===== config.mk =====
export PLATFORM = sky130hd
export DESIGN_NAME = rtd_ring_trip_detector
export DESIGN_NICKNAME = d
export VERILOG_FILES = /design/src/hdl/rtd_pkg.sv /design/src/hdl/rtd_debounce.sv /design/src/hdl/rtd_ring_trip_detector.sv
export SDC_FILE = /design/constraint.sdc
export NUM_CORES = 1
export LEC_CHECK = 0
export ABC_AREA = 1
export BUFFER_PORTS_ARGS = -buffer_cell sky130_fd_sc_hd__buf_2
export CORE_MARGIN = 2
export CORE_UTILIZATION = 45
export DETAILED_ROUTE_END_ITERATION = 12
export GPL_TIMING_DRIVEN = 0
export PLACE_DENSITY = 0.63
export SLEW_MARGIN = 10
export SYNTH_ARGS = -nofsm -noshare
export SYNTH_HDL_FRONTEND = slang
export SYNTH_SLANG_ARGS = --single-unit

===== constraint.sdc =====
create_clock -name ref_clk_i -period 10.7 [get_ports ref_clk_i]
set_clock_uncertainty 0.2 [all_clocks]
set_input_delay 2.14 -clock ref_clk_i [delete_from_list [all_inputs] [get_ports ref_clk_i]]
set_output_delay 2.14 -clock ref_clk_i [all_outputs]
set_load 0.01 [all_outputs]

===== src/hdl/rtd_pkg.sv =====
// constants and register map of the ring trip detector
//
// Operation
// - samples are processed only while the linefeed shadow shows ringing.
// - detector input is the loop current sample, readable in register 79.
// - a low-pass filter with 13-bit coefficient removes ac content.
// - filter output is compared with the 6-bit threshold in indirect 29.
// - debounce flips only if opposite input lasts the whole 7-bit interval.
// - a satisfied debounce sets the trip detect status bit in register 68.
// - the ring trip detect status bit is read-only to software.
// - a valid ring trip sets pending bit in 19 only if enable in 22.
// - threshold and coefficient are reached only via direct 28 to 31.
// - writing 1 clears a pending bit; writing 0 leaves it unchanged.
// - interrupt pin is low while any pending bit is set.
package rtd_pkg;

	// ************************************************************
	// widths
	// ************************************************************
	localparam int unsigned ADDR_W = 7;
	localparam int unsigned DATA_W = 8;
	localparam int unsigned LCS_W = 6;
	localparam int unsigned THR_W = 6;
	localparam int unsigned COEF_W = 13;
	localparam int unsigned DBI_W = 7;
	localparam int unsigned LF_W = 3;
	localparam int unsigned ACC_W = LCS_W + COEF_W;

	// ************************************************************
	// direct register offsets
	// ************************************************************
	localparam logic [6:0] ADDR_IRQ_PEND = 7'h13;
	localparam logic [6:0] ADDR_IRQ_EN = 7'h16;
	localparam logic [6:0] ADDR_IND_DATA_LO = 7'h1C;
	localparam logic [6:0] ADDR_IND_DATA_HI = 7'h1D;
	localparam logic [6:0] ADDR_IND_WR_ADDR = 7'h1E;
	localparam logic [6:0] ADDR_IND_RD_ADDR = 7'h1F;
	localparam logic [6:0] ADDR_LINEFEED = 7'h40;
	localparam logic [6:0] ADDR_DETECT_STATE = 7'h44;
	localparam logic [6:0] ADDR_DEBOUNCE = 7'h46;
	localparam logic [6:0] ADDR_LOOP_CURRENT = 7'h4F;

	// ************************************************************
	// indirect register offsets
	// ************************************************************
	localparam logic [7:0] IND_THRESHOLD = 8'h1D;
	localparam logic [7:0] IND_FILTER_COEFF = 8'h24;

	// ************************************************************
	// field positions
	// ************************************************************
	localparam int unsigned TRIP_PEND_BIT = 0;
	localparam int unsigned TRIP_EN_BIT = 0;
	localparam int unsigned TRIP_DET_BIT = 1;
	localparam int unsigned LF_CTRL_LSB = 0;
	localparam int unsigned LF_SHADOW_LSB = 4;
	localparam int unsigned THR_LSB = 8;
	localparam int unsigned COEF_LSB = 3;

	// ************************************************************
	// encodings and reset values
	// ************************************************************
	localparam logic [2:0] LF_RINGING = 3'h4;
	localparam logic [2:0] LF_RESET = 3'h0;
	localparam logic [7:0] BYTE_RESET = 8'h00;
	localparam logic [15:0] WORD_RESET = 16'h0000;
	localparam logic [6:0] DBI_RESET = 7'h00;

	// ************************************************************
	// timing
	// ************************************************************
	localparam int unsigned CLK_PERIOD_NS = 10;
	localparam int unsigned DB_TICK_NS = 1000000;
	localparam int unsigned DB_TICK_CYC = DB_TICK_NS / CLK_PERIOD_NS;

endpackage : rtd_pkg


===== src/hdl/rtd_debounce.sv =====
// debounce filter for the ring trip comparator
`timescale 1ns/100ps
module rtd_debounce (
	input wire logic ref_clk_i,
	input wire logic rst_i,
	input wire logic ce_i,
	input wire logic clear_i,
	input wire logic tick_i,
	input wire logic level_i,
	input wire logic [rtd_pkg::DBI_W-1:0] interval_i,
	output logic level_o
);

	logic [rtd_pkg::DBI_W-1:0] cnt_ff;
	logic [rtd_pkg::DBI_W-1:0] nxt_cnt;
	logic out_ff;
	logic nxt_out;

	always_comb begin
		nxt_cnt = cnt_ff;
		nxt_out = out_ff;
		if (clear_i) begin
			nxt_cnt = '0;
			nxt_out = 1'b0;
		end else if (level_i == out_ff) begin
			// any return to the present state restarts the interval
			nxt_cnt = '0;
		end else if (cnt_ff >= interval_i) begin
			nxt_out = level_i;
			nxt_cnt = '0;
		end else if (tick_i) begin
			nxt_cnt = cnt_ff + 7'h01;
		end
	end

	always_ff @(posedge ref_clk_i) begin
		if (rst_i) begin
			cnt_ff <= rtd_pkg::DBI_RESET;
			out_ff <= 1'b0;
		end else if (ce_i) begin
			cnt_ff <= nxt_cnt;
			out_ff <= nxt_out;
		end
	end

	assign level_o = out_ff;

endmodule : rtd_debounce


===== src/hdl/rtd_ring_trip_detector.sv =====
// ring trip detector: register file, loop current filter, threshold, irq
`timescale 1ns/100ps
module rtd_ring_trip_detector #(
	parameter int unsigned TICK_CYC = rtd_pkg::DB_TICK_CYC
) (
	input wire logic ref_clk_i,
	input wire logic rst_i,
	input wire logic ce_i,
	input wire logic [rtd_pkg::ADDR_W-1:0] reg_addr_i,
	input wire logic [rtd_pkg::DATA_W-1:0] reg_wdata_i,
	input wire logic reg_wr_i,
	output logic [rtd_pkg::DATA_W-1:0] reg_rdata_o,
	input wire logic sample_valid_i,
	input wire logic [rtd_pkg::LCS_W-1:0] loop_current_sample_i,
	output logic trip_detected_flag_o,
	output logic irq_n_o
);

	localparam int unsigned TICK_W = (TICK_CYC > 1) ? $clog2(TICK_CYC) : 1;
	localparam logic [TICK_W-1:0] TICK_LAST = TICK_W'(TICK_CYC - 1);
	localparam int unsigned PROD_W = rtd_pkg::ACC_W + rtd_pkg::COEF_W + 2;
	localparam int unsigned SUM_W = rtd_pkg::ACC_W + 2;

	// ************************************************************
	// register state
	// ************************************************************
	logic trip_irq_pending_ff;
	logic nxt_trip_irq_pending;
	logic trip_irq_enable_ff;
	logic nxt_trip_irq_enable;
	logic [7:0] ind_data_lo_ff;
	logic [7:0] nxt_ind_data_lo;
	logic [7:0] ind_data_hi_ff;
	logic [7:0] nxt_ind_data_hi;
	logic [7:0] ind_wr_addr_ff;
	logic [7:0] nxt_ind_wr_addr;
	logic [7:0] ind_rd_addr_ff;
	logic [7:0] nxt_ind_rd_addr;
	logic [15:0] trip_threshold_word_ff;
	logic [15:0] nxt_trip_threshold_word;
	logic [15:0] trip_filter_coeff_word_ff;
	logic [15:0] nxt_trip_filter_coeff_word;
	logic [rtd_pkg::LF_W-1:0] linefeed_ctrl_ff;
	logic [rtd_pkg::LF_W-1:0] nxt_linefeed_ctrl;
	logic [rtd_pkg::LF_W-1:0] linefeed_shadow_ff;
	logic [rtd_pkg::LF_W-1:0] nxt_linefeed_shadow;
	logic [rtd_pkg::DBI_W-1:0] trip_debounce_interval_ff;
	logic [rtd_pkg::DBI_W-1:0] nxt_trip_debounce_interval;
	logic [rtd_pkg::LCS_W-1:0] loop_current_sample_ff;
	logic [rtd_pkg::LCS_W-1:0] nxt_loop_current_sample;
	logic [7:0] rdata_ff;
	logic [7:0] nxt_rdata;
	logic irq_n_ff;
	logic nxt_irq_n;

	// ************************************************************
	// datapath state
	// ************************************************************
	logic [rtd_pkg::ACC_W-1:0] flt_acc_ff;
	logic [rtd_pkg::ACC_W-1:0] nxt_flt_acc;
	logic cmp_ff;
	logic nxt_cmp;
	logic [TICK_W-1:0] tick_cnt_ff;
	logic [TICK_W-1:0] nxt_tick_cnt;
	logic tick_ff;
	logic nxt_tick;
	logic det_prev_ff;
	logic nxt_det_prev;

	// ************************************************************
	// decoded fields and helpers
	// ************************************************************
	logic ringing;
	logic det_level;
	logic trip_rise;
	logic wr_pend_clear;
	logic [rtd_pkg::THR_W-1:0] trip_threshold;
	logic [rtd_pkg::COEF_W-1:0] trip_filter_coeff;
	logic [rtd_pkg::LCS_W-1:0] flt_out;
	logic signed [rtd_pkg::ACC_W:0] flt_diff;
	logic signed [rtd_pkg::ACC_W+rtd_pkg::COEF_W+1:0] flt_prod;
	logic signed [rtd_pkg::ACC_W+1:0] flt_sum;

	assign ringing = (linefeed_shadow_ff == rtd_pkg::LF_RINGING);
	assign trip_threshold = trip_threshold_word_ff[
		rtd_pkg::THR_LSB +: rtd_pkg::THR_W];
	assign trip_filter_coeff = trip_filter_coeff_word_ff[
		rtd_pkg::COEF_LSB +: rtd_pkg::COEF_W];
	assign flt_out = flt_acc_ff[rtd_pkg::ACC_W-1 -: rtd_pkg::LCS_W];
	assign wr_pend_clear = reg_wr_i && (reg_addr_i == rtd_pkg::ADDR_IRQ_PEND)
		&& reg_wdata_i[rtd_pkg::TRIP_PEND_BIT];
	assign trip_rise = det_level && !det_prev_ff;

	// ************************************************************
	// register writes, including the indirect access window
	// ************************************************************
	always_comb begin
		nxt_trip_irq_enable = trip_irq_enable_ff;
		nxt_ind_data_lo = ind_data_lo_ff;
		nxt_ind_data_hi = ind_data_hi_ff;
		nxt_ind_wr_addr = ind_wr_addr_ff;
		nxt_ind_rd_addr = ind_rd_addr_ff;
		nxt_trip_threshold_word = trip_threshold_word_ff;
		nxt_trip_filter_coeff_word = trip_filter_coeff_word_ff;
		nxt_linefeed_ctrl = linefeed_ctrl_ff;
		nxt_trip_debounce_interval = trip_debounce_interval_ff;
		// the shadow lags the control field by one cycle, as the
		// linefeed itself would take effect after the write
		nxt_linefeed_shadow = linefeed_ctrl_ff;
		if (reg_wr_i) begin
			unique case (reg_addr_i)
				rtd_pkg::ADDR_IRQ_EN: begin
					nxt_trip_irq_enable = reg_wdata_i[rtd_pkg::TRIP_EN_BIT];
				end
				rtd_pkg::ADDR_IND_DATA_LO: begin
					nxt_ind_data_lo = reg_wdata_i;
				end
				rtd_pkg::ADDR_IND_DATA_HI: begin
					nxt_ind_data_hi = reg_wdata_i;
				end
				rtd_pkg::ADDR_IND_WR_ADDR: begin
					// writing the address commits the staged data word
					nxt_ind_wr_addr = reg_wdata_i;
					if (reg_wdata_i == rtd_pkg::IND_THRESHOLD) begin
						nxt_trip_threshold_word =
							{ind_data_hi_ff, ind_data_lo_ff};
					end
					if (reg_wdata_i == rtd_pkg::IND_FILTER_COEFF) begin
						nxt_trip_filter_coeff_word =
							{ind_data_hi_ff, ind_data_lo_ff};
					end
				end
				rtd_pkg::ADDR_IND_RD_ADDR: begin
					// unknown indirect addresses read back as zero
					nxt_ind_rd_addr = reg_wdata_i;
					nxt_ind_data_lo = rtd_pkg::BYTE_RESET;
					nxt_ind_data_hi = rtd_pkg::BYTE_RESET;
					if (reg_wdata_i == rtd_pkg::IND_THRESHOLD) begin
						{nxt_ind_data_hi, nxt_ind_data_lo} =
							trip_threshold_word_ff;
					end
					if (reg_wdata_i == rtd_pkg::IND_FILTER_COEFF) begin
						{nxt_ind_data_hi, nxt_ind_data_lo} =
							trip_filter_coeff_word_ff;
					end
				end
				rtd_pkg::ADDR_LINEFEED: begin
					nxt_linefeed_ctrl =
						reg_wdata_i[rtd_pkg::LF_CTRL_LSB +: rtd_pkg::LF_W];
				end
				rtd_pkg::ADDR_DEBOUNCE: begin
					nxt_trip_debounce_interval =
						reg_wdata_i[rtd_pkg::DBI_W-1:0];
				end
				// status, sample and pending writes change nothing here
				default: begin
				end
			endcase
		end
	end

	// ************************************************************
	// read mux, one cycle after the address
	// ************************************************************
	always_comb begin
		nxt_rdata = rtd_pkg::BYTE_RESET;
		unique case (reg_addr_i)
			rtd_pkg::ADDR_IRQ_PEND:
				nxt_rdata[rtd_pkg::TRIP_PEND_BIT] = trip_irq_pending_ff;
			rtd_pkg::ADDR_IRQ_EN:
				nxt_rdata[rtd_pkg::TRIP_EN_BIT] = trip_irq_enable_ff;
			rtd_pkg::ADDR_IND_DATA_LO:
				nxt_rdata = ind_data_lo_ff;
			rtd_pkg::ADDR_IND_DATA_HI:
				nxt_rdata = ind_data_hi_ff;
			rtd_pkg::ADDR_IND_WR_ADDR:
				nxt_rdata = ind_wr_addr_ff;
			rtd_pkg::ADDR_IND_RD_ADDR:
				nxt_rdata = ind_rd_addr_ff;
			rtd_pkg::ADDR_LINEFEED: begin
				nxt_rdata[rtd_pkg::LF_CTRL_LSB +: rtd_pkg::LF_W] =
					linefeed_ctrl_ff;
				nxt_rdata[rtd_pkg::LF_SHADOW_LSB +: rtd_pkg::LF_W] =
					linefeed_shadow_ff;
			end
			rtd_pkg::ADDR_DETECT_STATE:
				nxt_rdata[rtd_pkg::TRIP_DET_BIT] = det_level;
			rtd_pkg::ADDR_DEBOUNCE:
				nxt_rdata[rtd_pkg::DBI_W-1:0] = trip_debounce_interval_ff;
			rtd_pkg::ADDR_LOOP_CURRENT:
				nxt_rdata[rtd_pkg::LCS_W-1:0] =
					loop_current_sample_ff;
			default:
				nxt_rdata = rtd_pkg::BYTE_RESET;
		endcase
	end

	// ************************************************************
	// loop current filter and threshold
	// ************************************************************
	always_comb begin
		nxt_loop_current_sample = loop_current_sample_ff;
		nxt_flt_acc = flt_acc_ff;
		nxt_cmp = cmp_ff;
		// first order step: acc += (x - acc) * coeff / 2**COEF_W;
		// coeff below 2**COEF_W keeps acc between old acc and x
		flt_diff = $signed({1'b0, loop_current_sample_i,
			{rtd_pkg::COEF_W{1'b0}}}) - $signed({1'b0, flt_acc_ff});
		flt_prod = PROD_W'(flt_diff)
			* PROD_W'($signed({1'b0, trip_filter_coeff}));
		flt_sum = SUM_W'($signed({2'b00, flt_acc_ff})
			+ (flt_prod >>> rtd_pkg::COEF_W));
		if (sample_valid_i) begin
			nxt_loop_current_sample = loop_current_sample_i;
		end
		if (!ringing) begin
			// restart from zero so stale current cannot trip the next ring
			nxt_flt_acc = '0;
			nxt_cmp = 1'b0;
		end else if (sample_valid_i) begin
			nxt_flt_acc = flt_sum[rtd_pkg::ACC_W-1:0];
			nxt_cmp = (flt_out > trip_threshold);
		end
	end

	// ************************************************************
	// debounce time base
	// ************************************************************
	always_comb begin
		nxt_tick = 1'b0;
		nxt_tick_cnt = tick_cnt_ff + TICK_W'(1);
		if (!ringing) begin
			nxt_tick_cnt = '0;
		end else if (tick_cnt_ff == TICK_LAST) begin
			nxt_tick_cnt = '0;
			nxt_tick = 1'b1;
		end
	end

	rtd_debounce u_debounce (
		.ref_clk_i(ref_clk_i),
		.rst_i(rst_i),
		.ce_i(ce_i),
		.clear_i(!ringing),
		.tick_i(tick_ff),
		.level_i(cmp_ff),
		.interval_i(trip_debounce_interval_ff),
		.level_o(det_level)
	);

	// ************************************************************
	// interrupt pending and pin
	// ************************************************************
	always_comb begin
		nxt_det_prev = det_level;
		nxt_trip_irq_pending = trip_irq_pending_ff;
		if (wr_pend_clear) begin
			nxt_trip_irq_pending = 1'b0;
		end
		// a new trip in the clearing cycle still wins
		if (trip_rise && trip_irq_enable_ff) begin
			nxt_trip_irq_pending = 1'b1;
		end
		nxt_irq_n = !nxt_trip_irq_pending;
	end

	// ************************************************************
	// state registers
	// ************************************************************
	always_ff @(posedge ref_clk_i) begin
		if (rst_i) begin
			trip_irq_pending_ff <= 1'b0;
			trip_irq_enable_ff <= 1'b0;
			ind_data_lo_ff <= rtd_pkg::BYTE_RESET;
			ind_data_hi_ff <= rtd_pkg::BYTE_RESET;
			ind_wr_addr_ff <= rtd_pkg::BYTE_RESET;
			ind_rd_addr_ff <= rtd_pkg::BYTE_RESET;
			trip_threshold_word_ff <= rtd_pkg::WORD_RESET;
			trip_filter_coeff_word_ff <= rtd_pkg::WORD_RESET;
			linefeed_ctrl_ff <= rtd_pkg::LF_RESET;
			linefeed_shadow_ff <= rtd_pkg::LF_RESET;
			trip_debounce_interval_ff <= rtd_pkg::DBI_RESET;
			loop_current_sample_ff <= '0;
			rdata_ff <= rtd_pkg::BYTE_RESET;
			irq_n_ff <= 1'b1;
			flt_acc_ff <= '0;
			cmp_ff <= 1'b0;
			tick_cnt_ff <= '0;
			tick_ff <= 1'b0;
			det_prev_ff <= 1'b0;
		end else if (ce_i) begin
			trip_irq_pending_ff <= nxt_trip_irq_pending;
			trip_irq_enable_ff <= nxt_trip_irq_enable;
			ind_data_lo_ff <= nxt_ind_data_lo;
			ind_data_hi_ff <= nxt_ind_data_hi;
			ind_wr_addr_ff <= nxt_ind_wr_addr;
			ind_rd_addr_ff <= nxt_ind_rd_addr;
			trip_threshold_word_ff <= nxt_trip_threshold_word;
			trip_filter_coeff_word_ff <= nxt_trip_filter_coeff_word;
			linefeed_ctrl_ff <= nxt_linefeed_ctrl;
			linefeed_shadow_ff <= nxt_linefeed_shadow;
			trip_debounce_interval_ff <= nxt_trip_debounce_interval;
			loop_current_sample_ff <= nxt_loop_current_sample;
			rdata_ff <= nxt_rdata;
			irq_n_ff <= nxt_irq_n;
			flt_acc_ff <= nxt_flt_acc;
			cmp_ff <= nxt_cmp;
			tick_cnt_ff <= nxt_tick_cnt;
			tick_ff <= nxt_tick;
			det_prev_ff <= nxt_det_prev;
		end
	end

	assign reg_rdata_o = rdata_ff;
	assign irq_n_o = irq_n_ff;
	assign trip_detected_flag_o = det_level;

endmodule : rtd_ring_trip_detector


# --- Word level (Yosys, flattened, before mapping) ---
# Index checks and enable logic that the tools add are counted.
# Widths: inputs -> output; s select.
classes:
  add_sub_neg: 4
  n_mul: 1
  magnitude_cmp: 2
  n_eq_ne: 19
  mux: 30
  n_reduce_logical: 21
ops:
  columns: ["operator", "n"]
  rows:
  - ["$eq 7x5->1 const B", 6]
  - ["$mux 19", 2]
  - ["$mux 17", 2]
  - ["$mul 20x14->32", 1]
  - ["$mux 8", 4]
  - ["$pmux 8 s2", 2]
  - ["$eq 7x7->1 const B", 4]
  - ["$mux 7", 4]
  - ["$reduce_and 3->1", 8]
  - ["$sub 19x19->20", 1]
  - ["$add 19x19->19", 1]
  - ["$add 17x1->17 const B", 1]
  - ["$eq 17x17->1 const B", 1]
  - ["$pmux 2 s7", 1]
  - ["$pmux 1 s6", 2]
  - ["$mux 1", 9]
  - ["$pmux 1 s9", 1]
  - ["$eq 8x5->1 const B", 1]
  - ["$eq 8x6->1 const B", 1]
  - ["$pmux 1 s8", 1]
  - ["$reduce_and 4->1", 2]
  - ["$add 7x1->7 const B", 1]
  - ["$ge 7x7->1", 1]
  - ["$pmux 1 s7", 1]
  - ["other kinds (11)", 19]
totals:
  register_bits: 141
  input_bits: 26
  output_inout_bits: 10
  wordCells: 98

# --- Logic depth before layout (Yosys ltp) ---
# Gate-level depths: netlist of the first run.
logic_depth:
  ltp_word: 6
  mapped_depth: 48

# --- Cells and area by module ---
# From an unflattened synthesis of the first run, not the netlist that was laid out.
hier_totals:
  hier_cells: 2332
  area_unflattened_um2: 17332.9
by_module_without_submodules:
  columns: ["mod", "instances", "cells_per_inst", "area_each_um2"]
  rows:
  - ["rtd_ring_trip_detector", 1, 2213, 16557.1]
  - ["rtd_debounce", 1, 119, 775.7]

# --- Worst setup path before layout of the first run ---
# No wires, ideal clock.
synth_timing:
  kind: "input port to flip-flop"
  startpoint: "input port loop_current_sample_i[1] in the netlist's numbering"
  endpoint: "register flt_acc_ff[18] in the netlist's numbering"
  setup_time_ps: 113
  t_arrival_ps: 9226
  t_required_ps: 10387
  path_slack_ps: 1161
  cell_stages: 40
  n_path_buf: 1
  cell_sequence: "ha_1 > a21oi_2 > o21ai_4 > nand2_1 > nand3_2 > or2_2 > buf_6 > nand2_4 > nor2_2 > fa_1 > inv_1 > fa_1 > inv_1 > fa_1 > fa_1 > fa_1 > inv_1 > fa_1 > [4 not listed] > a21oi_1 > a21oi_1 > a2111oi_0 > nand2_1 > nand2_1 > nand2_1 > ha_1 > inv_1 > nor3_1 > nand2_1 > inv_1 > nand4_1 > nand3_1 > nand3_1 > nand2_1 > nand2_1 > nand3_2 > a21oi_2"
synth_via:
  elab_chain_len: 5
synth_lines:
  columns: ["element", "line", "rtl"]
  rows:
  - ["start: declaration", "rtd_ring_trip_detector.sv:14", "input wire logic [rtd_pkg::LCS_W-1:0] loop_current_sample_i,"]
  - ["$sub 19x19->20", "rtd_ring_trip_detector.sv:208", "{rtd_pkg::COEF_W{1'b0}}}) - $signed({1'b0, flt_acc_ff});"]
  - ["$mul 20x14->32", "rtd_ring_trip_detector.sv:210", "* PROD_W'($signed({1'b0, trip_filter_coeff}));"]
  - ["$add 19x19->19", "rtd_ring_trip_detector.sv:212", "+ (flt_prod >>> rtd_pkg::COEF_W));"]
  - ["$mux 19", "rtd_ring_trip_detector.sv:220", "end else if (sample_valid_i) begin"]
  - ["$mux 19", "rtd_ring_trip_detector.sv:216", "if (!ringing) begin"]
  - ["end signal: assignment", "rtd_ring_trip_detector.sv:306", "flt_acc_ff <= nxt_flt_acc;"]
  - ["end: declaration", "rtd_ring_trip_detector.sv:59", "logic [rtd_pkg::ACC_W-1:0] flt_acc_ff;"]
# No other way between the ends. The select of a mux whose other input is x is not followed.
# A chain may end at the register's enable or synchronous reset.

# --- Worst setup path in the final report of the first run ---
# Ends and elaborated chain as after synthesis.

==> metrics.csv, run 1 <==
metric,value,unit
core_area,37700,um^2
dpl.hpwl,42.3,mm
crit_path_top_delay_cell,xor2_2,
p_per_area,70.8,nW/um^2
reg2reg_depth,36,
start_util,0.457,
fin_area,18700,um^2
synth_cells,2291,
gp_congestion,1.00,
worst_slew_pin_slew,1.25,ns
finalSetupViolCount,0,
crit_type,in -> reg,
fin_util,0.495,
clock_path_buffers,2,
rr_endpoint,flt_acc_ff[16]$_SDFFE_PP0P_,
root_buffer,clkbuf_16,
post-route-drc-count,0,
avgSynthCellArea,7.51,um^2
first_pass_iters,5,
fillers,3830,
grt_use_total,0.272,
grt_pass1_wl,83.4,mm
power.total,1.32,mW
numCtsBuffers,17,
multi_input_comb_area,12200,um^2
area_delta_synth_final,8.54,%
rsz0062_at_grt,no,
clk_latency,0.43,ns
mostFrequentLayoutCells,"inv_1, nand2_1, fa_1",
critPathLaunchType,input pin,
final_common_cell,inv_1,
die_w,199,um
layout_min_cycle_time,10.17,ns
hold_path.class,reg -> reg,
grt_pass1_vias,15100,
path_clk_slew,0.06,ns
wire_per_inst,18.0,um
rrSetupSlack,1.28,ns
hold_path_startpoint,loop_current_sample_ff[3]$_SDFFE_PP0P_,
postRouteAntennaNets,0,
syn_area,17200,um^2
maxCapViolations,0,
dieArea,39800,um^2
die_h,199,um
overflow,0,
drt_iter0_markers,1392,
cts_resized,0,
synth_ff_type,dfxtp_1,
io_buffers,34,
hold_violations,0,
cts_tree,done,
regArea,2820,um^2
via_per_inst,5.39,
cp.required,10.82,ns
vdd_drop_max,0.0924,mV
seq_area_frac_synth,0.164,
num_rows,71,
num_antenna_cells,0,
synth_fp_nets,2668,
ys_warn_count,0,
yosysUniqueCellTypes,59,
ios,36,
drive_above_1_share,0.0675,
post_dp_cell_area,18000,um^2
async_flop_share,0,
r2r_start,flt_acc_ff[0]$_SDFFE_PP0P_,
fmax,98.4,MHz
wirelength,51.5,mm
endpoint_kind,flip-flop,
whs_endpoint,loop_current_sample_ff[3]$_SDFFE_PP0P_,
cts_htree_levels,4,
synth_seq_cells,141,
cp_max_fo,9,
outcome,"complete, no violations",
worstHoldPathCells,2,
period_share,0.950,
cts_setup_buffers,0,
slew_headroom,0.160,
slowest_delay,0.64,ns
slew_viol_final,0,
cts.sinks,141,
synth_edf_count,0,
nets,2721,
leakage,9.12,nW
setup_tns,0,ns
hold_buffers,0,
antenna_found_initial,0,
cp.arrival,10.28,ns
grt_max_degree,17,
dr_total_vias,15400,
[metal layers]
layer  track usage  up-vias  part of all wire  routed length (um)
li1              -     7257                 -                   -
met1         0.398     7566              0.46               23600
met2         0.432      543              0.45               23400
met3        0.0348       79             0.069                3530
met4        0.0546        0             0.020                1030
met5             0        -                 0                   0
[Yosys cell counts (12+ instances only)]
| cell type | count | share of area |
|---|---|---|
| dfxtp_1 | 141 | 0.16 |
| nand3_1 | 62 | 0.018 |
| nor3_1 | 19 | 0.0055 |
| xor2_1 | 19 | 0.0097 |
| nor2_1 | 192 | 0.042 |
| fa_1 | 236 | 0.27 |
| clkbuf_1 | 48 | 0.010 |
| nor2_2 | 14 | 0.0051 |
| inv_2 | 13 | 0.0028 |
| nand4_1 | 18 | 0.0065 |
| o21ai_0 | 150 | 0.044 |
| inv_1 | 489 | 0.11 |
| xnor2_1 | 12 | 0.0061 |
| nand2_1 | 398 | 0.087 |
| ha_1 | 115 | 0.084 |
| a21oi_1 | 192 | 0.056 |
| a31oi_1 | 18 | 0.0065 |
[critical path, delay by kind of cell]
| kind | cells | cell delay [ns] |
|---|---|---|
| fa+ha+maj | 9 | 4.01 |
| compound gates | 5 | 0.96 |
| xor+xnor | 2 | 0.81 |
| simple gates | 14 | 1.52 |
| buf+inv | 9 | 0.84 |
[worst max-delay path by stage]
| stage | startpoint | to | cells after the start |
|---|---|---|---|
| global route | loop_current_sample_i[4] | flt_acc_ff[18]$_SDFFE_PP0P_ | 38 |
| detailed placement | loop_current_sample_i[1] | flt_acc_ff[18]$_SDFFE_PP0P_ | 37 |
| finish | loop_current_sample_i[1] | flt_acc_ff[18]$_SDFFE_PP0P_ | 39 |
| global placement | loop_current_sample_i[1] | flt_acc_ff[18]$_SDFFE_PP0P_ | 36 |
| floorplan | loop_current_sample_i[1] | flt_acc_ff[18]$_SDFFE_PP0P_ | 40 |
| CTS | loop_current_sample_i[1] | flt_acc_ff[18]$_SDFFE_PP0P_ | 37 |
[logic make-up after synthesis]
family | Yosys count | synth area share
AND/OR/NAND/NOR | 758 | 0.191
AO/OA/AOI/OAI | 435 | 0.139
flip-flops | 141 | 0.164
adder cells (fa/ha/maj) | 351 | 0.358
buffers and inverters | 573 | 0.129
XOR/XNOR | 33 | 0.0177
[power by group]
part | leakage (nW) | total (mW) | internal, mW | switching, mW
logic | 7.66 | 0.119 | 0.0273 | 0.0921
registers | 1.14 | 0.532 | 0.529 | 0.00260
clock network | 0.318 | 0.670 | 0.422 | 0.248
total | 9.12 | 1.32 | 0.979 | 0.343
[final cells by class]
cell class	count	area share
clock buffers	19	0.0237
multi-input cells	1577	0.651
repair buffers	34	0.00912
well taps	511	0.0343
clock inverters	13	0.0113
flip-flops and latches	141	0.151
plain buffers	66	0.0172
inverters	507	0.102
[sequential cells by signal, summed over array words and instances (netlist names), 16 cells and up]
name / count
flt_acc_ff: 19
tick_cnt_ff: 17
trip_filter_coeff_word_ff: 16
trip_threshold_word_ff: 16
[stage by stage]
| stage | std cells | setup slack, ns | hold slack, ns |
|---|---|---|---|
| finish | 2868 | 0.535 | 0.254 |
| global route | 2868 | 0.0323 | 0.275 |
| CTS | 2868 | 0.529 | 0.255 |
| detailed placement | 2836 | 0.134 | 0.246 |
| global placement | 2836 | 0.156 | 0.243 |
| floorplan | 2291 | 1.16 | 0.225 |
(Power assumes the default switching activity.)
==> inputs of run 2 (changes only) <==
--- a/config.mk
+++ b/config.mk
@@ -15,4 +15,5 @@
 export SLEW_MARGIN = 10
 export SYNTH_ARGS = -nofsm -noshare
 export SYNTH_HDL_FRONTEND = slang
+export SYNTH_HIERARCHICAL = 1
 export SYNTH_SLANG_ARGS = --single-unit
==> run 2 against run 1 <==
  * Sequential share of layout area is 0.084 points lower
  * Sequential cell count stayed put
  * Global-route usage is 0.52 points lower
  * Synthesized cell count is 1.8% higher
  * Critical endpoint unchanged
==> metrics.csv, run 2 <==
metric,value,unit,change
hold_violations,0,,unchanged
setup_ws,0.476,ns,was 0.535 ns
wire_per_inst,17.9,um,was 18.0 um
yosys.area.top_type,fa_1,,unchanged
synth_edf_count,0,,unchanged
pwr-share-comb,0.101,,was 0.090
start_util,0.458,,was 0.457
mostFrequentLayoutCells,"inv_1, nand2_1, fa_1",,unchanged
grt_pass1_wl,85.0,mm,was 83.4 mm
grt_pass1_vias,15800,,was 15100
crit_path_top_delay_cell,fa_1,,was xor2_2
grt_max_degree,17,,unchanged
core_area,37800,um^2,was 37700 um^2
worst_slew_pin_slew,1.19,ns,was 1.25 ns
vdd_drop_max,0.0912,mV,was 0.0924 mV
synth_seq_cells,141,,unchanged
post-route-drc-count,0,,unchanged
finalSetupViolCount,0,,unchanged
yosysUniqueCellTypes,63,,was 59
cp.required,10.87,ns,was 10.82 ns
drive_above_1_share,0.0713,,was 0.0675
r2r_start,flt_acc_ff[0]$_SDFFE_PP0P_,,unchanged
num_rows,71,,unchanged
yosysTopAreaCellShare,0.273,,was 0.275
nets,2764,,was 2721
ios,36,,unchanged
synth_ff_type,dfxtp_1,,unchanged
numCtsBuffers,17,,unchanged
hold_path.class,reg -> reg,,unchanged
synth_cells,2332,,was 2291
cp_max_fo,8,,was 9
p_int,867,uW,was 979 uW
wirelength,52.1,mm,was 51.5 mm
place_ws,-0.0807,ns,was 0.134 ns
io_buffers,35,,was 34
holdWs,0.261,ns,was 0.254 ns
synth_fp_nets,2709,,was 2668
via_per_inst,5.39,,about the same
p_switching,358,uW,was 343 uW
ys_warn_count,6,,was 0
syn_area,17300,um^2,was 17200 um^2
antenna_found_initial,0,,unchanged
num_antenna_cells,0,,unchanged
path_clk_slew,0.06,ns,about the same
hold_path_startpoint,ind_rd_addr_ff[2]$_SDFFE_PP0P_,,was loop_current_sample_ff[3]$_SDFFE_PP0P_
clkPwrFrac,0.464,,was 0.507
root_buffer,clkbuf_16,,unchanged
slew_viol_final,0,,unchanged
die_h,200,um,was 199 um
crit_type,in -> reg,,unchanged
grt_use_total,0.267,,was 0.272
die_w,200,um,was 199 um
synthTopCellsByArea,"fa_1, dfxtp_1, inv_1, nand2_1, ha_1",,unchanged
dieArea,40100,um^2,was 39800 um^2
dp_cells,2878,,was 2836
fillers,3796,,was 3830
cts_htree_levels,4,,unchanged
async_flop_share,0,,unchanged
area_delta_synth_final,8.27,%,was 8.54%
layout_min_cycle_time,10.22,ns,was 10.17 ns
cts_tree,done,,unchanged
cp.arrival,10.39,ns,was 10.28 ns
p_per_area,65.3,nW/um^2,was 70.8 nW/um^2
crit_path_start,loop_current_sample_i[1],,unchanged
avgSynthCellArea,7.43,um^2,was 7.51 um^2
largest_register_ffs,19,,unchanged
slowest_delay,0.57,ns,was 0.64 ns
top_register,flt_acc_ff,,unchanged
leakage,9.13,nW,was 9.12 nW
rsz0062_at_grt,no,,unchanged
critPathLaunchType,input pin,,unchanged
first_pass_iters,9,,was 5
period_share,0.956,,was 0.950
cts.sinks,141,,unchanged
synth_most_common_cell,inv_1,,unchanged
drt_iter0_markers,1098,,was 1392
slew_headroom,0.198,,was 0.160
sw_frac_of_total,0.292,,was 0.259
top_regs,"flt_acc_ff: 19 flops, tick_cnt_ff: 17 flops",,unchanged
hold_buffers,0,,unchanged
final_common_cell,inv_1,,unchanged
clock_path_buffers,2,,unchanged
outcome,"complete, no violations",,unchanged
seq_area_frac_synth,0.163,,was 0.164
dr_total_vias,15700,,was 15400
finalNonFillerCells,2911,,was 2868
postRouteAntennaNets,0,,unchanged
endpoint_kind,flip-flop,,unchanged
seqPwrFrac,0.435,,was 0.402
yosys-top-cells-count,"inv_1, nand2_1, fa_1, a21oi_1, nor2_1",,unchanged
dpl.hpwl,42.3,mm,about the same
fmax,97.8,MHz,was 98.4 MHz
clk_latency,0.44,ns,was 0.43 ns
gp_congestion,0.949,,was 1.00
maxCapViolations,0,,unchanged
overflow,0,,unchanged
==> run 2: area by class of cell <==
| class | count | area (um^2) | area share |
|---|---|---|---|
| Inverter | 520 | 1950 | 0.104 |
| Clock inverter | 13 | 109 | 0.00580 |
| Timing Repair Buffer | 36 | 183 | 0.00973 |
| Sequential cell | 141 | 2820 | 0.150 |
| Clock buffer | 19 | 443 | 0.0236 |
| Multi-Input combinational cell | 1607 | 12300 | 0.657 |
| Buffer | 64 | 289 | 0.0154 |
| Tap cell | 511 | 639 | 0.0341 |
==> run 2: power by group through the flow <==
stage	Sequential, mW	Clock (mW)	Combinational (mW)
2_1_floorplan	0.544	0	0.0711
3_3_place_gp	0.545	0	0.119
3_5_place_dp	0.545	0	0.120
4_1_cts	0.533	0.572	0.121
5_1_grt	0.533	0.596	0.132
6_report	0.533	0.569	0.124
==> run 2: layer usage <==
| layer | track usage | vias to the layer above | part of all wire |
|---|---|---|---|
| met1 | 0.365 | 7692 | 0.43 |
| met2 | 0.453 | 568 | 0.48 |
| met5 | 0 | - | 0 |
| met4 | 0.0667 | 0 | 0.023 |
| li1 | - | 7369 | - |
| met3 | 0.0273 | 70 | 0.062 |
==> run 2: final timing paths <==
kind	depth (start not counted)	slack [ns]	endpoint
setup / recovery	43	0.48	flt_acc_ff[18]$_SDFFE_PP0P_
hold / removal	2	0.26	ind_rd_addr_ff[2]$_SDFFE_PP0P_
setup reg to reg	34	1.42	flt_acc_ff[11]$_SDFFE_PP0P_
hold reg to reg	2	0.26	ind_rd_addr_ff[2]$_SDFFE_PP0P_
==> run 2: repair_timing <==
item                       CTS  global route
setup endpoints to repair    0             3
resized for setup            0            15
setup buffers                0             1
==> run 2: critical path: cells and delay by family <==
family	cells	cell delay [ns]
buffers and inverters	8	0.69
adders and majority gates	9	4.11
xor gates and xnor gates	1	0.23
AOI/OAI and AO/OA	6	0.82
and+or+nand+nor	19	2.40
==> run 2: cell families after synthesis <==
family	synth area share
buffers and inverters	0.129
AOI/OAI and AO/OA	0.135
DFF	0.163
xor gates and xnor gates	0.0152
adders and majority gates	0.356
and+or+nand+nor	0.202
==> run 2: stage by stage <==
| stage | util | setup TNS, ns | area (um^2) | total power, mW |
|---|---|---|---|---|
| 2_1_floorplan | - | 0 | 17300 | 0.615 |
| 5_1_grt | 0.496 | 0 | 18800 | 1.26 |
| 3_3_place_gp | 0.480 | -0.0988 | 18100 | 0.664 |
| 4_1_cts | 0.494 | 0 | 18700 | 1.23 |
| 3_5_place_dp | 0.480 | -0.0807 | 18100 | 0.665 |
| 6_report | 0.496 | 0 | 18800 | 1.23 |
==> inputs of run 3 (changes only) <==
--- a/config.mk
+++ b/config.mk
@@ -11,7 +11,7 @@
 export CORE_UTILIZATION = 45
 export DETAILED_ROUTE_END_ITERATION = 12
 export GPL_TIMING_DRIVEN = 0
-export PLACE_DENSITY = 0.63
+export PLACE_DENSITY = 0.66
 export SLEW_MARGIN = 10
 export SYNTH_ARGS = -nofsm -noshare
 export SYNTH_HDL_FRONTEND = slang
==> constraint.sdc (replaced) <==
create_clock -name ref_clk_i -period 9.4 [get_ports ref_clk_i]
set_clock_uncertainty 0.2 [all_clocks]
set_input_delay 1.88 -clock ref_clk_i [delete_from_list [all_inputs] [get_ports ref_clk_i]]
set_output_delay 1.88 -clock ref_clk_i [all_outputs]
set_load 0.01 [all_outputs]
==> run 3 against run 2 <==
  * Wire length down 0.79%
  * Largest power group unchanged
  * Total power up 16%
  * Register-to-register slack worse by 1.0 ns
  * Die area did not move
  * Sequential cell count did not move
  * Combinational power is 24% higher
  * First-iteration DRC count increased by 15%
  * Final area up 4.3%
  * Sequential share of layout area is 0.62 points lower
  * Utilization increased by 2.1 points
  * Non-clock buffer count is 24 higher
  * Via count grew 1.2%
==> metrics.csv, run 3 (synthesis gave the netlist of run 2 again) <==
metric,value,unit,change
outcome,"complete, no violations",,unchanged
top_regs,"flt_acc_ff: 19 flops, tick_cnt_ff: 17 flops",,unchanged
slew_viol_final,0,,unchanged
p_per_area,72.8,nW/um^2,was 65.3 nW/um^2
endpoint_kind,flip-flop,,unchanged
wire_per_inst,17.6,um,was 17.9 um
finalSetupViolCount,0,,unchanged
crit_type,in -> reg,,unchanged
cpMostUsedCell,inv_1,,
rr_endpoint,flt_acc_ff[18]$_SDFFE_PP0P_,,was flt_acc_ff[11]$_SDFFE_PP0P_
crit_end,flt_acc_ff[18]$_SDFFE_PP0P_,,unchanged
cp.required,9.57,ns,was 10.87 ns
hold_buffers,0,,unchanged
post_dp_cell_area,18100,um^2,unchanged
top_register,flt_acc_ff,,unchanged
worst_slew_pin_slew,0.983,ns,was 1.19 ns
dieArea,40100,um^2,unchanged
cts_htree_levels,4,,unchanged
crit_path_start,loop_current_sample_i[0],,was loop_current_sample_i[1]
grt_max_degree,17,,unchanged
maxCapViolations,0,,unchanged
leakage,9.36,nW,was 9.13 nW
drive_above_1_share,0.121,,was 0.0713
num_rows,71,,unchanged
cts_tree,done,,unchanged
period_share,0.996,,
slowest_delay,0.55,ns,was 0.57 ns
die_w,200,um,unchanged
antenna_found_initial,0,,unchanged
grt_use_total,0.262,,was 0.267
rsz0062_at_grt,yes,,was no
nets,2788,,was 2764
via_per_inst,5.41,,was 5.39
dpl.hpwl,41.4,mm,was 42.3 mm
fin_area,19600,um^2,was 18800 um^2
ios,36,,unchanged
cp_max_fo,8,,unchanged
grt_pass1_wl,84.0,mm,was 85.0 mm
cts.sinks,141,,unchanged
num_antenna_cells,0,,unchanged
final_common_cell,inv_1,,unchanged
critPathLaunchType,input pin,,unchanged
start_util,0.458,,unchanged
hold_path.class,reg -> reg,,unchanged
rrSetupSlack,0.38,ns,was 1.42 ns
root_buffer,clkbuf_16,,unchanged
numCtsBuffers,17,,unchanged
gp_congestion,0.971,,was 0.949
dr_total_vias,15900,,was 15700
mostFrequentLayoutCells,"inv_1, nand2_1, fa_1",,unchanged
largest_register_ffs,19,,unchanged
holdWs,0.254,ns,was 0.261 ns
r2r_start,flt_acc_ff[0]$_SDFFE_PP0P_,,unchanged
die_h,200,um,unchanged
crit_path_top_delay_cell,fa_1,,unchanged
layout_min_cycle_time,9.37,ns,
postRouteAntennaNets,0,,unchanged
first_pass_iters,6,,was 9
core_area,37800,um^2,unchanged
clk_latency,0.44,ns,about the same
io_buffers,35,,unchanged
overflow,0,,unchanged
reg2reg_depth,39,,was 34
hold_violations,0,,unchanged
post-route-drc-count,0,,unchanged
slew_headroom,0.340,,was 0.198
drt_iter0_markers,1263,,was 1098
fin_util,0.517,,was 0.496
clock_path_buffers,2,,unchanged
cp.arrival,9.54,ns,was 10.39 ns
path_clk_slew,0.06,ns,about the same
vdd_drop_max,0.0932,mV,was 0.0912 mV
fmax,107,MHz,
wirelength,51.7,mm,was 52.1 mm
grt_pass1_vias,15800,,about the same
area_delta_synth_final,12.9,%,was 8.27%
-- run 3: cell types whose count changed in the layout (fill, tap and decap cells not counted), sizes merged --
| cell | delta |
|---|---|
| bufinv | +1 |
| clkinv | +1 |
| clkinvlp | +1 |
| clkbuf | -1 |
| inv | -5 |
| buf | +26 |
-- run 3: how the worst min path moves through the flow --
stage / start / end / depth (start not counted) / slack (ns)
after floorplan: trip_threshold_word_ff[6]$_SDFFE_PP0P_ / trip_threshold_word_ff[6]$_SDFFE_PP0P_ / 2 / 0.22
after global placement: trip_threshold_word_ff[7]$_SDFFE_PP0P_ / trip_threshold_word_ff[7]$_SDFFE_PP0P_ / 2 / 0.23
after detailed placement: ind_rd_addr_ff[3]$_SDFFE_PP0P_ / ind_rd_addr_ff[3]$_SDFFE_PP0P_ / 2 / 0.24
after CTS: ind_rd_addr_ff[3]$_SDFFE_PP0P_ / ind_rd_addr_ff[3]$_SDFFE_PP0P_ / 2 / 0.25
after global routing: trip_threshold_word_ff[6]$_SDFFE_PP0P_ / trip_threshold_word_ff[6]$_SDFFE_PP0P_ / 2 / 0.28
final: ind_rd_addr_ff[3]$_SDFFE_PP0P_ / ind_rd_addr_ff[3]$_SDFFE_PP0P_ / 2 / 0.25
-- run 3: final cells by class --
class,count,area [um^2]
multi-input cells,1607,12900
clock buffers,20,457
repair buffers,62,394
clock inverters,11,109
inverters,520,1970
fillers,3742,18300
flip-flops and latches,141,2820
plain buffers,62,289
well taps,511,639
-- run 3: per-stage QoR --
stage | total power [mW] | TNS, ns | std cells | setup slack [ns]
floorplan | 0.701 | 0 | 2332 | 0.0587
global placement | 0.753 | -6.90 | 2878 | -1.08
detailed placement | 0.755 | -7.33 | 2878 | -1.12
finish | 1.42 | 0 | 2934 | 0.0337
global route | 1.46 | -0.718 | 2934 | -0.318
CTS | 1.41 | 0 | 2917 | 0.000328
-- run 3: per-layer routing --
layer | wire [um] | GRT usage | share of wire | up-vias
met4 | 1830 | 0.0804 | 0.035 | 0
met3 | 4050 | 0.0443 | 0.078 | 127
met5 | 0 | 0 | 0 | -
li1 | - | - | - | 7417
met2 | 24100 | 0.429 | 0.47 | 642
met1 | 21800 | 0.355 | 0.42 | 7698
-- run 3: repair_timing --
item / in CTS / in global routing
hold endpoints to repair: 0 / 0
setup buffers: 8 / 19
pin swaps: 22 / 71
setup endpoints to repair: 10 / 12
gates resized for setup: 66 / 88
-- run 3: report_power, final --
part           internal, mW  switching, mW
Combinational        0.0420          0.112
Sequential            0.603        0.00381
Clock                 0.379          0.284
Total                  1.02          0.400
-- run 3: worst max-delay path: cells and delay by family --
kind	cells	cell delay, ns
buffers and inverters	8	0.70
AOI/OAI and AO/OA	3	0.28
adders and majority gates	9	3.94
and+or+nand+nor	20	2.55
xor gates and xnor gates	1	0.17
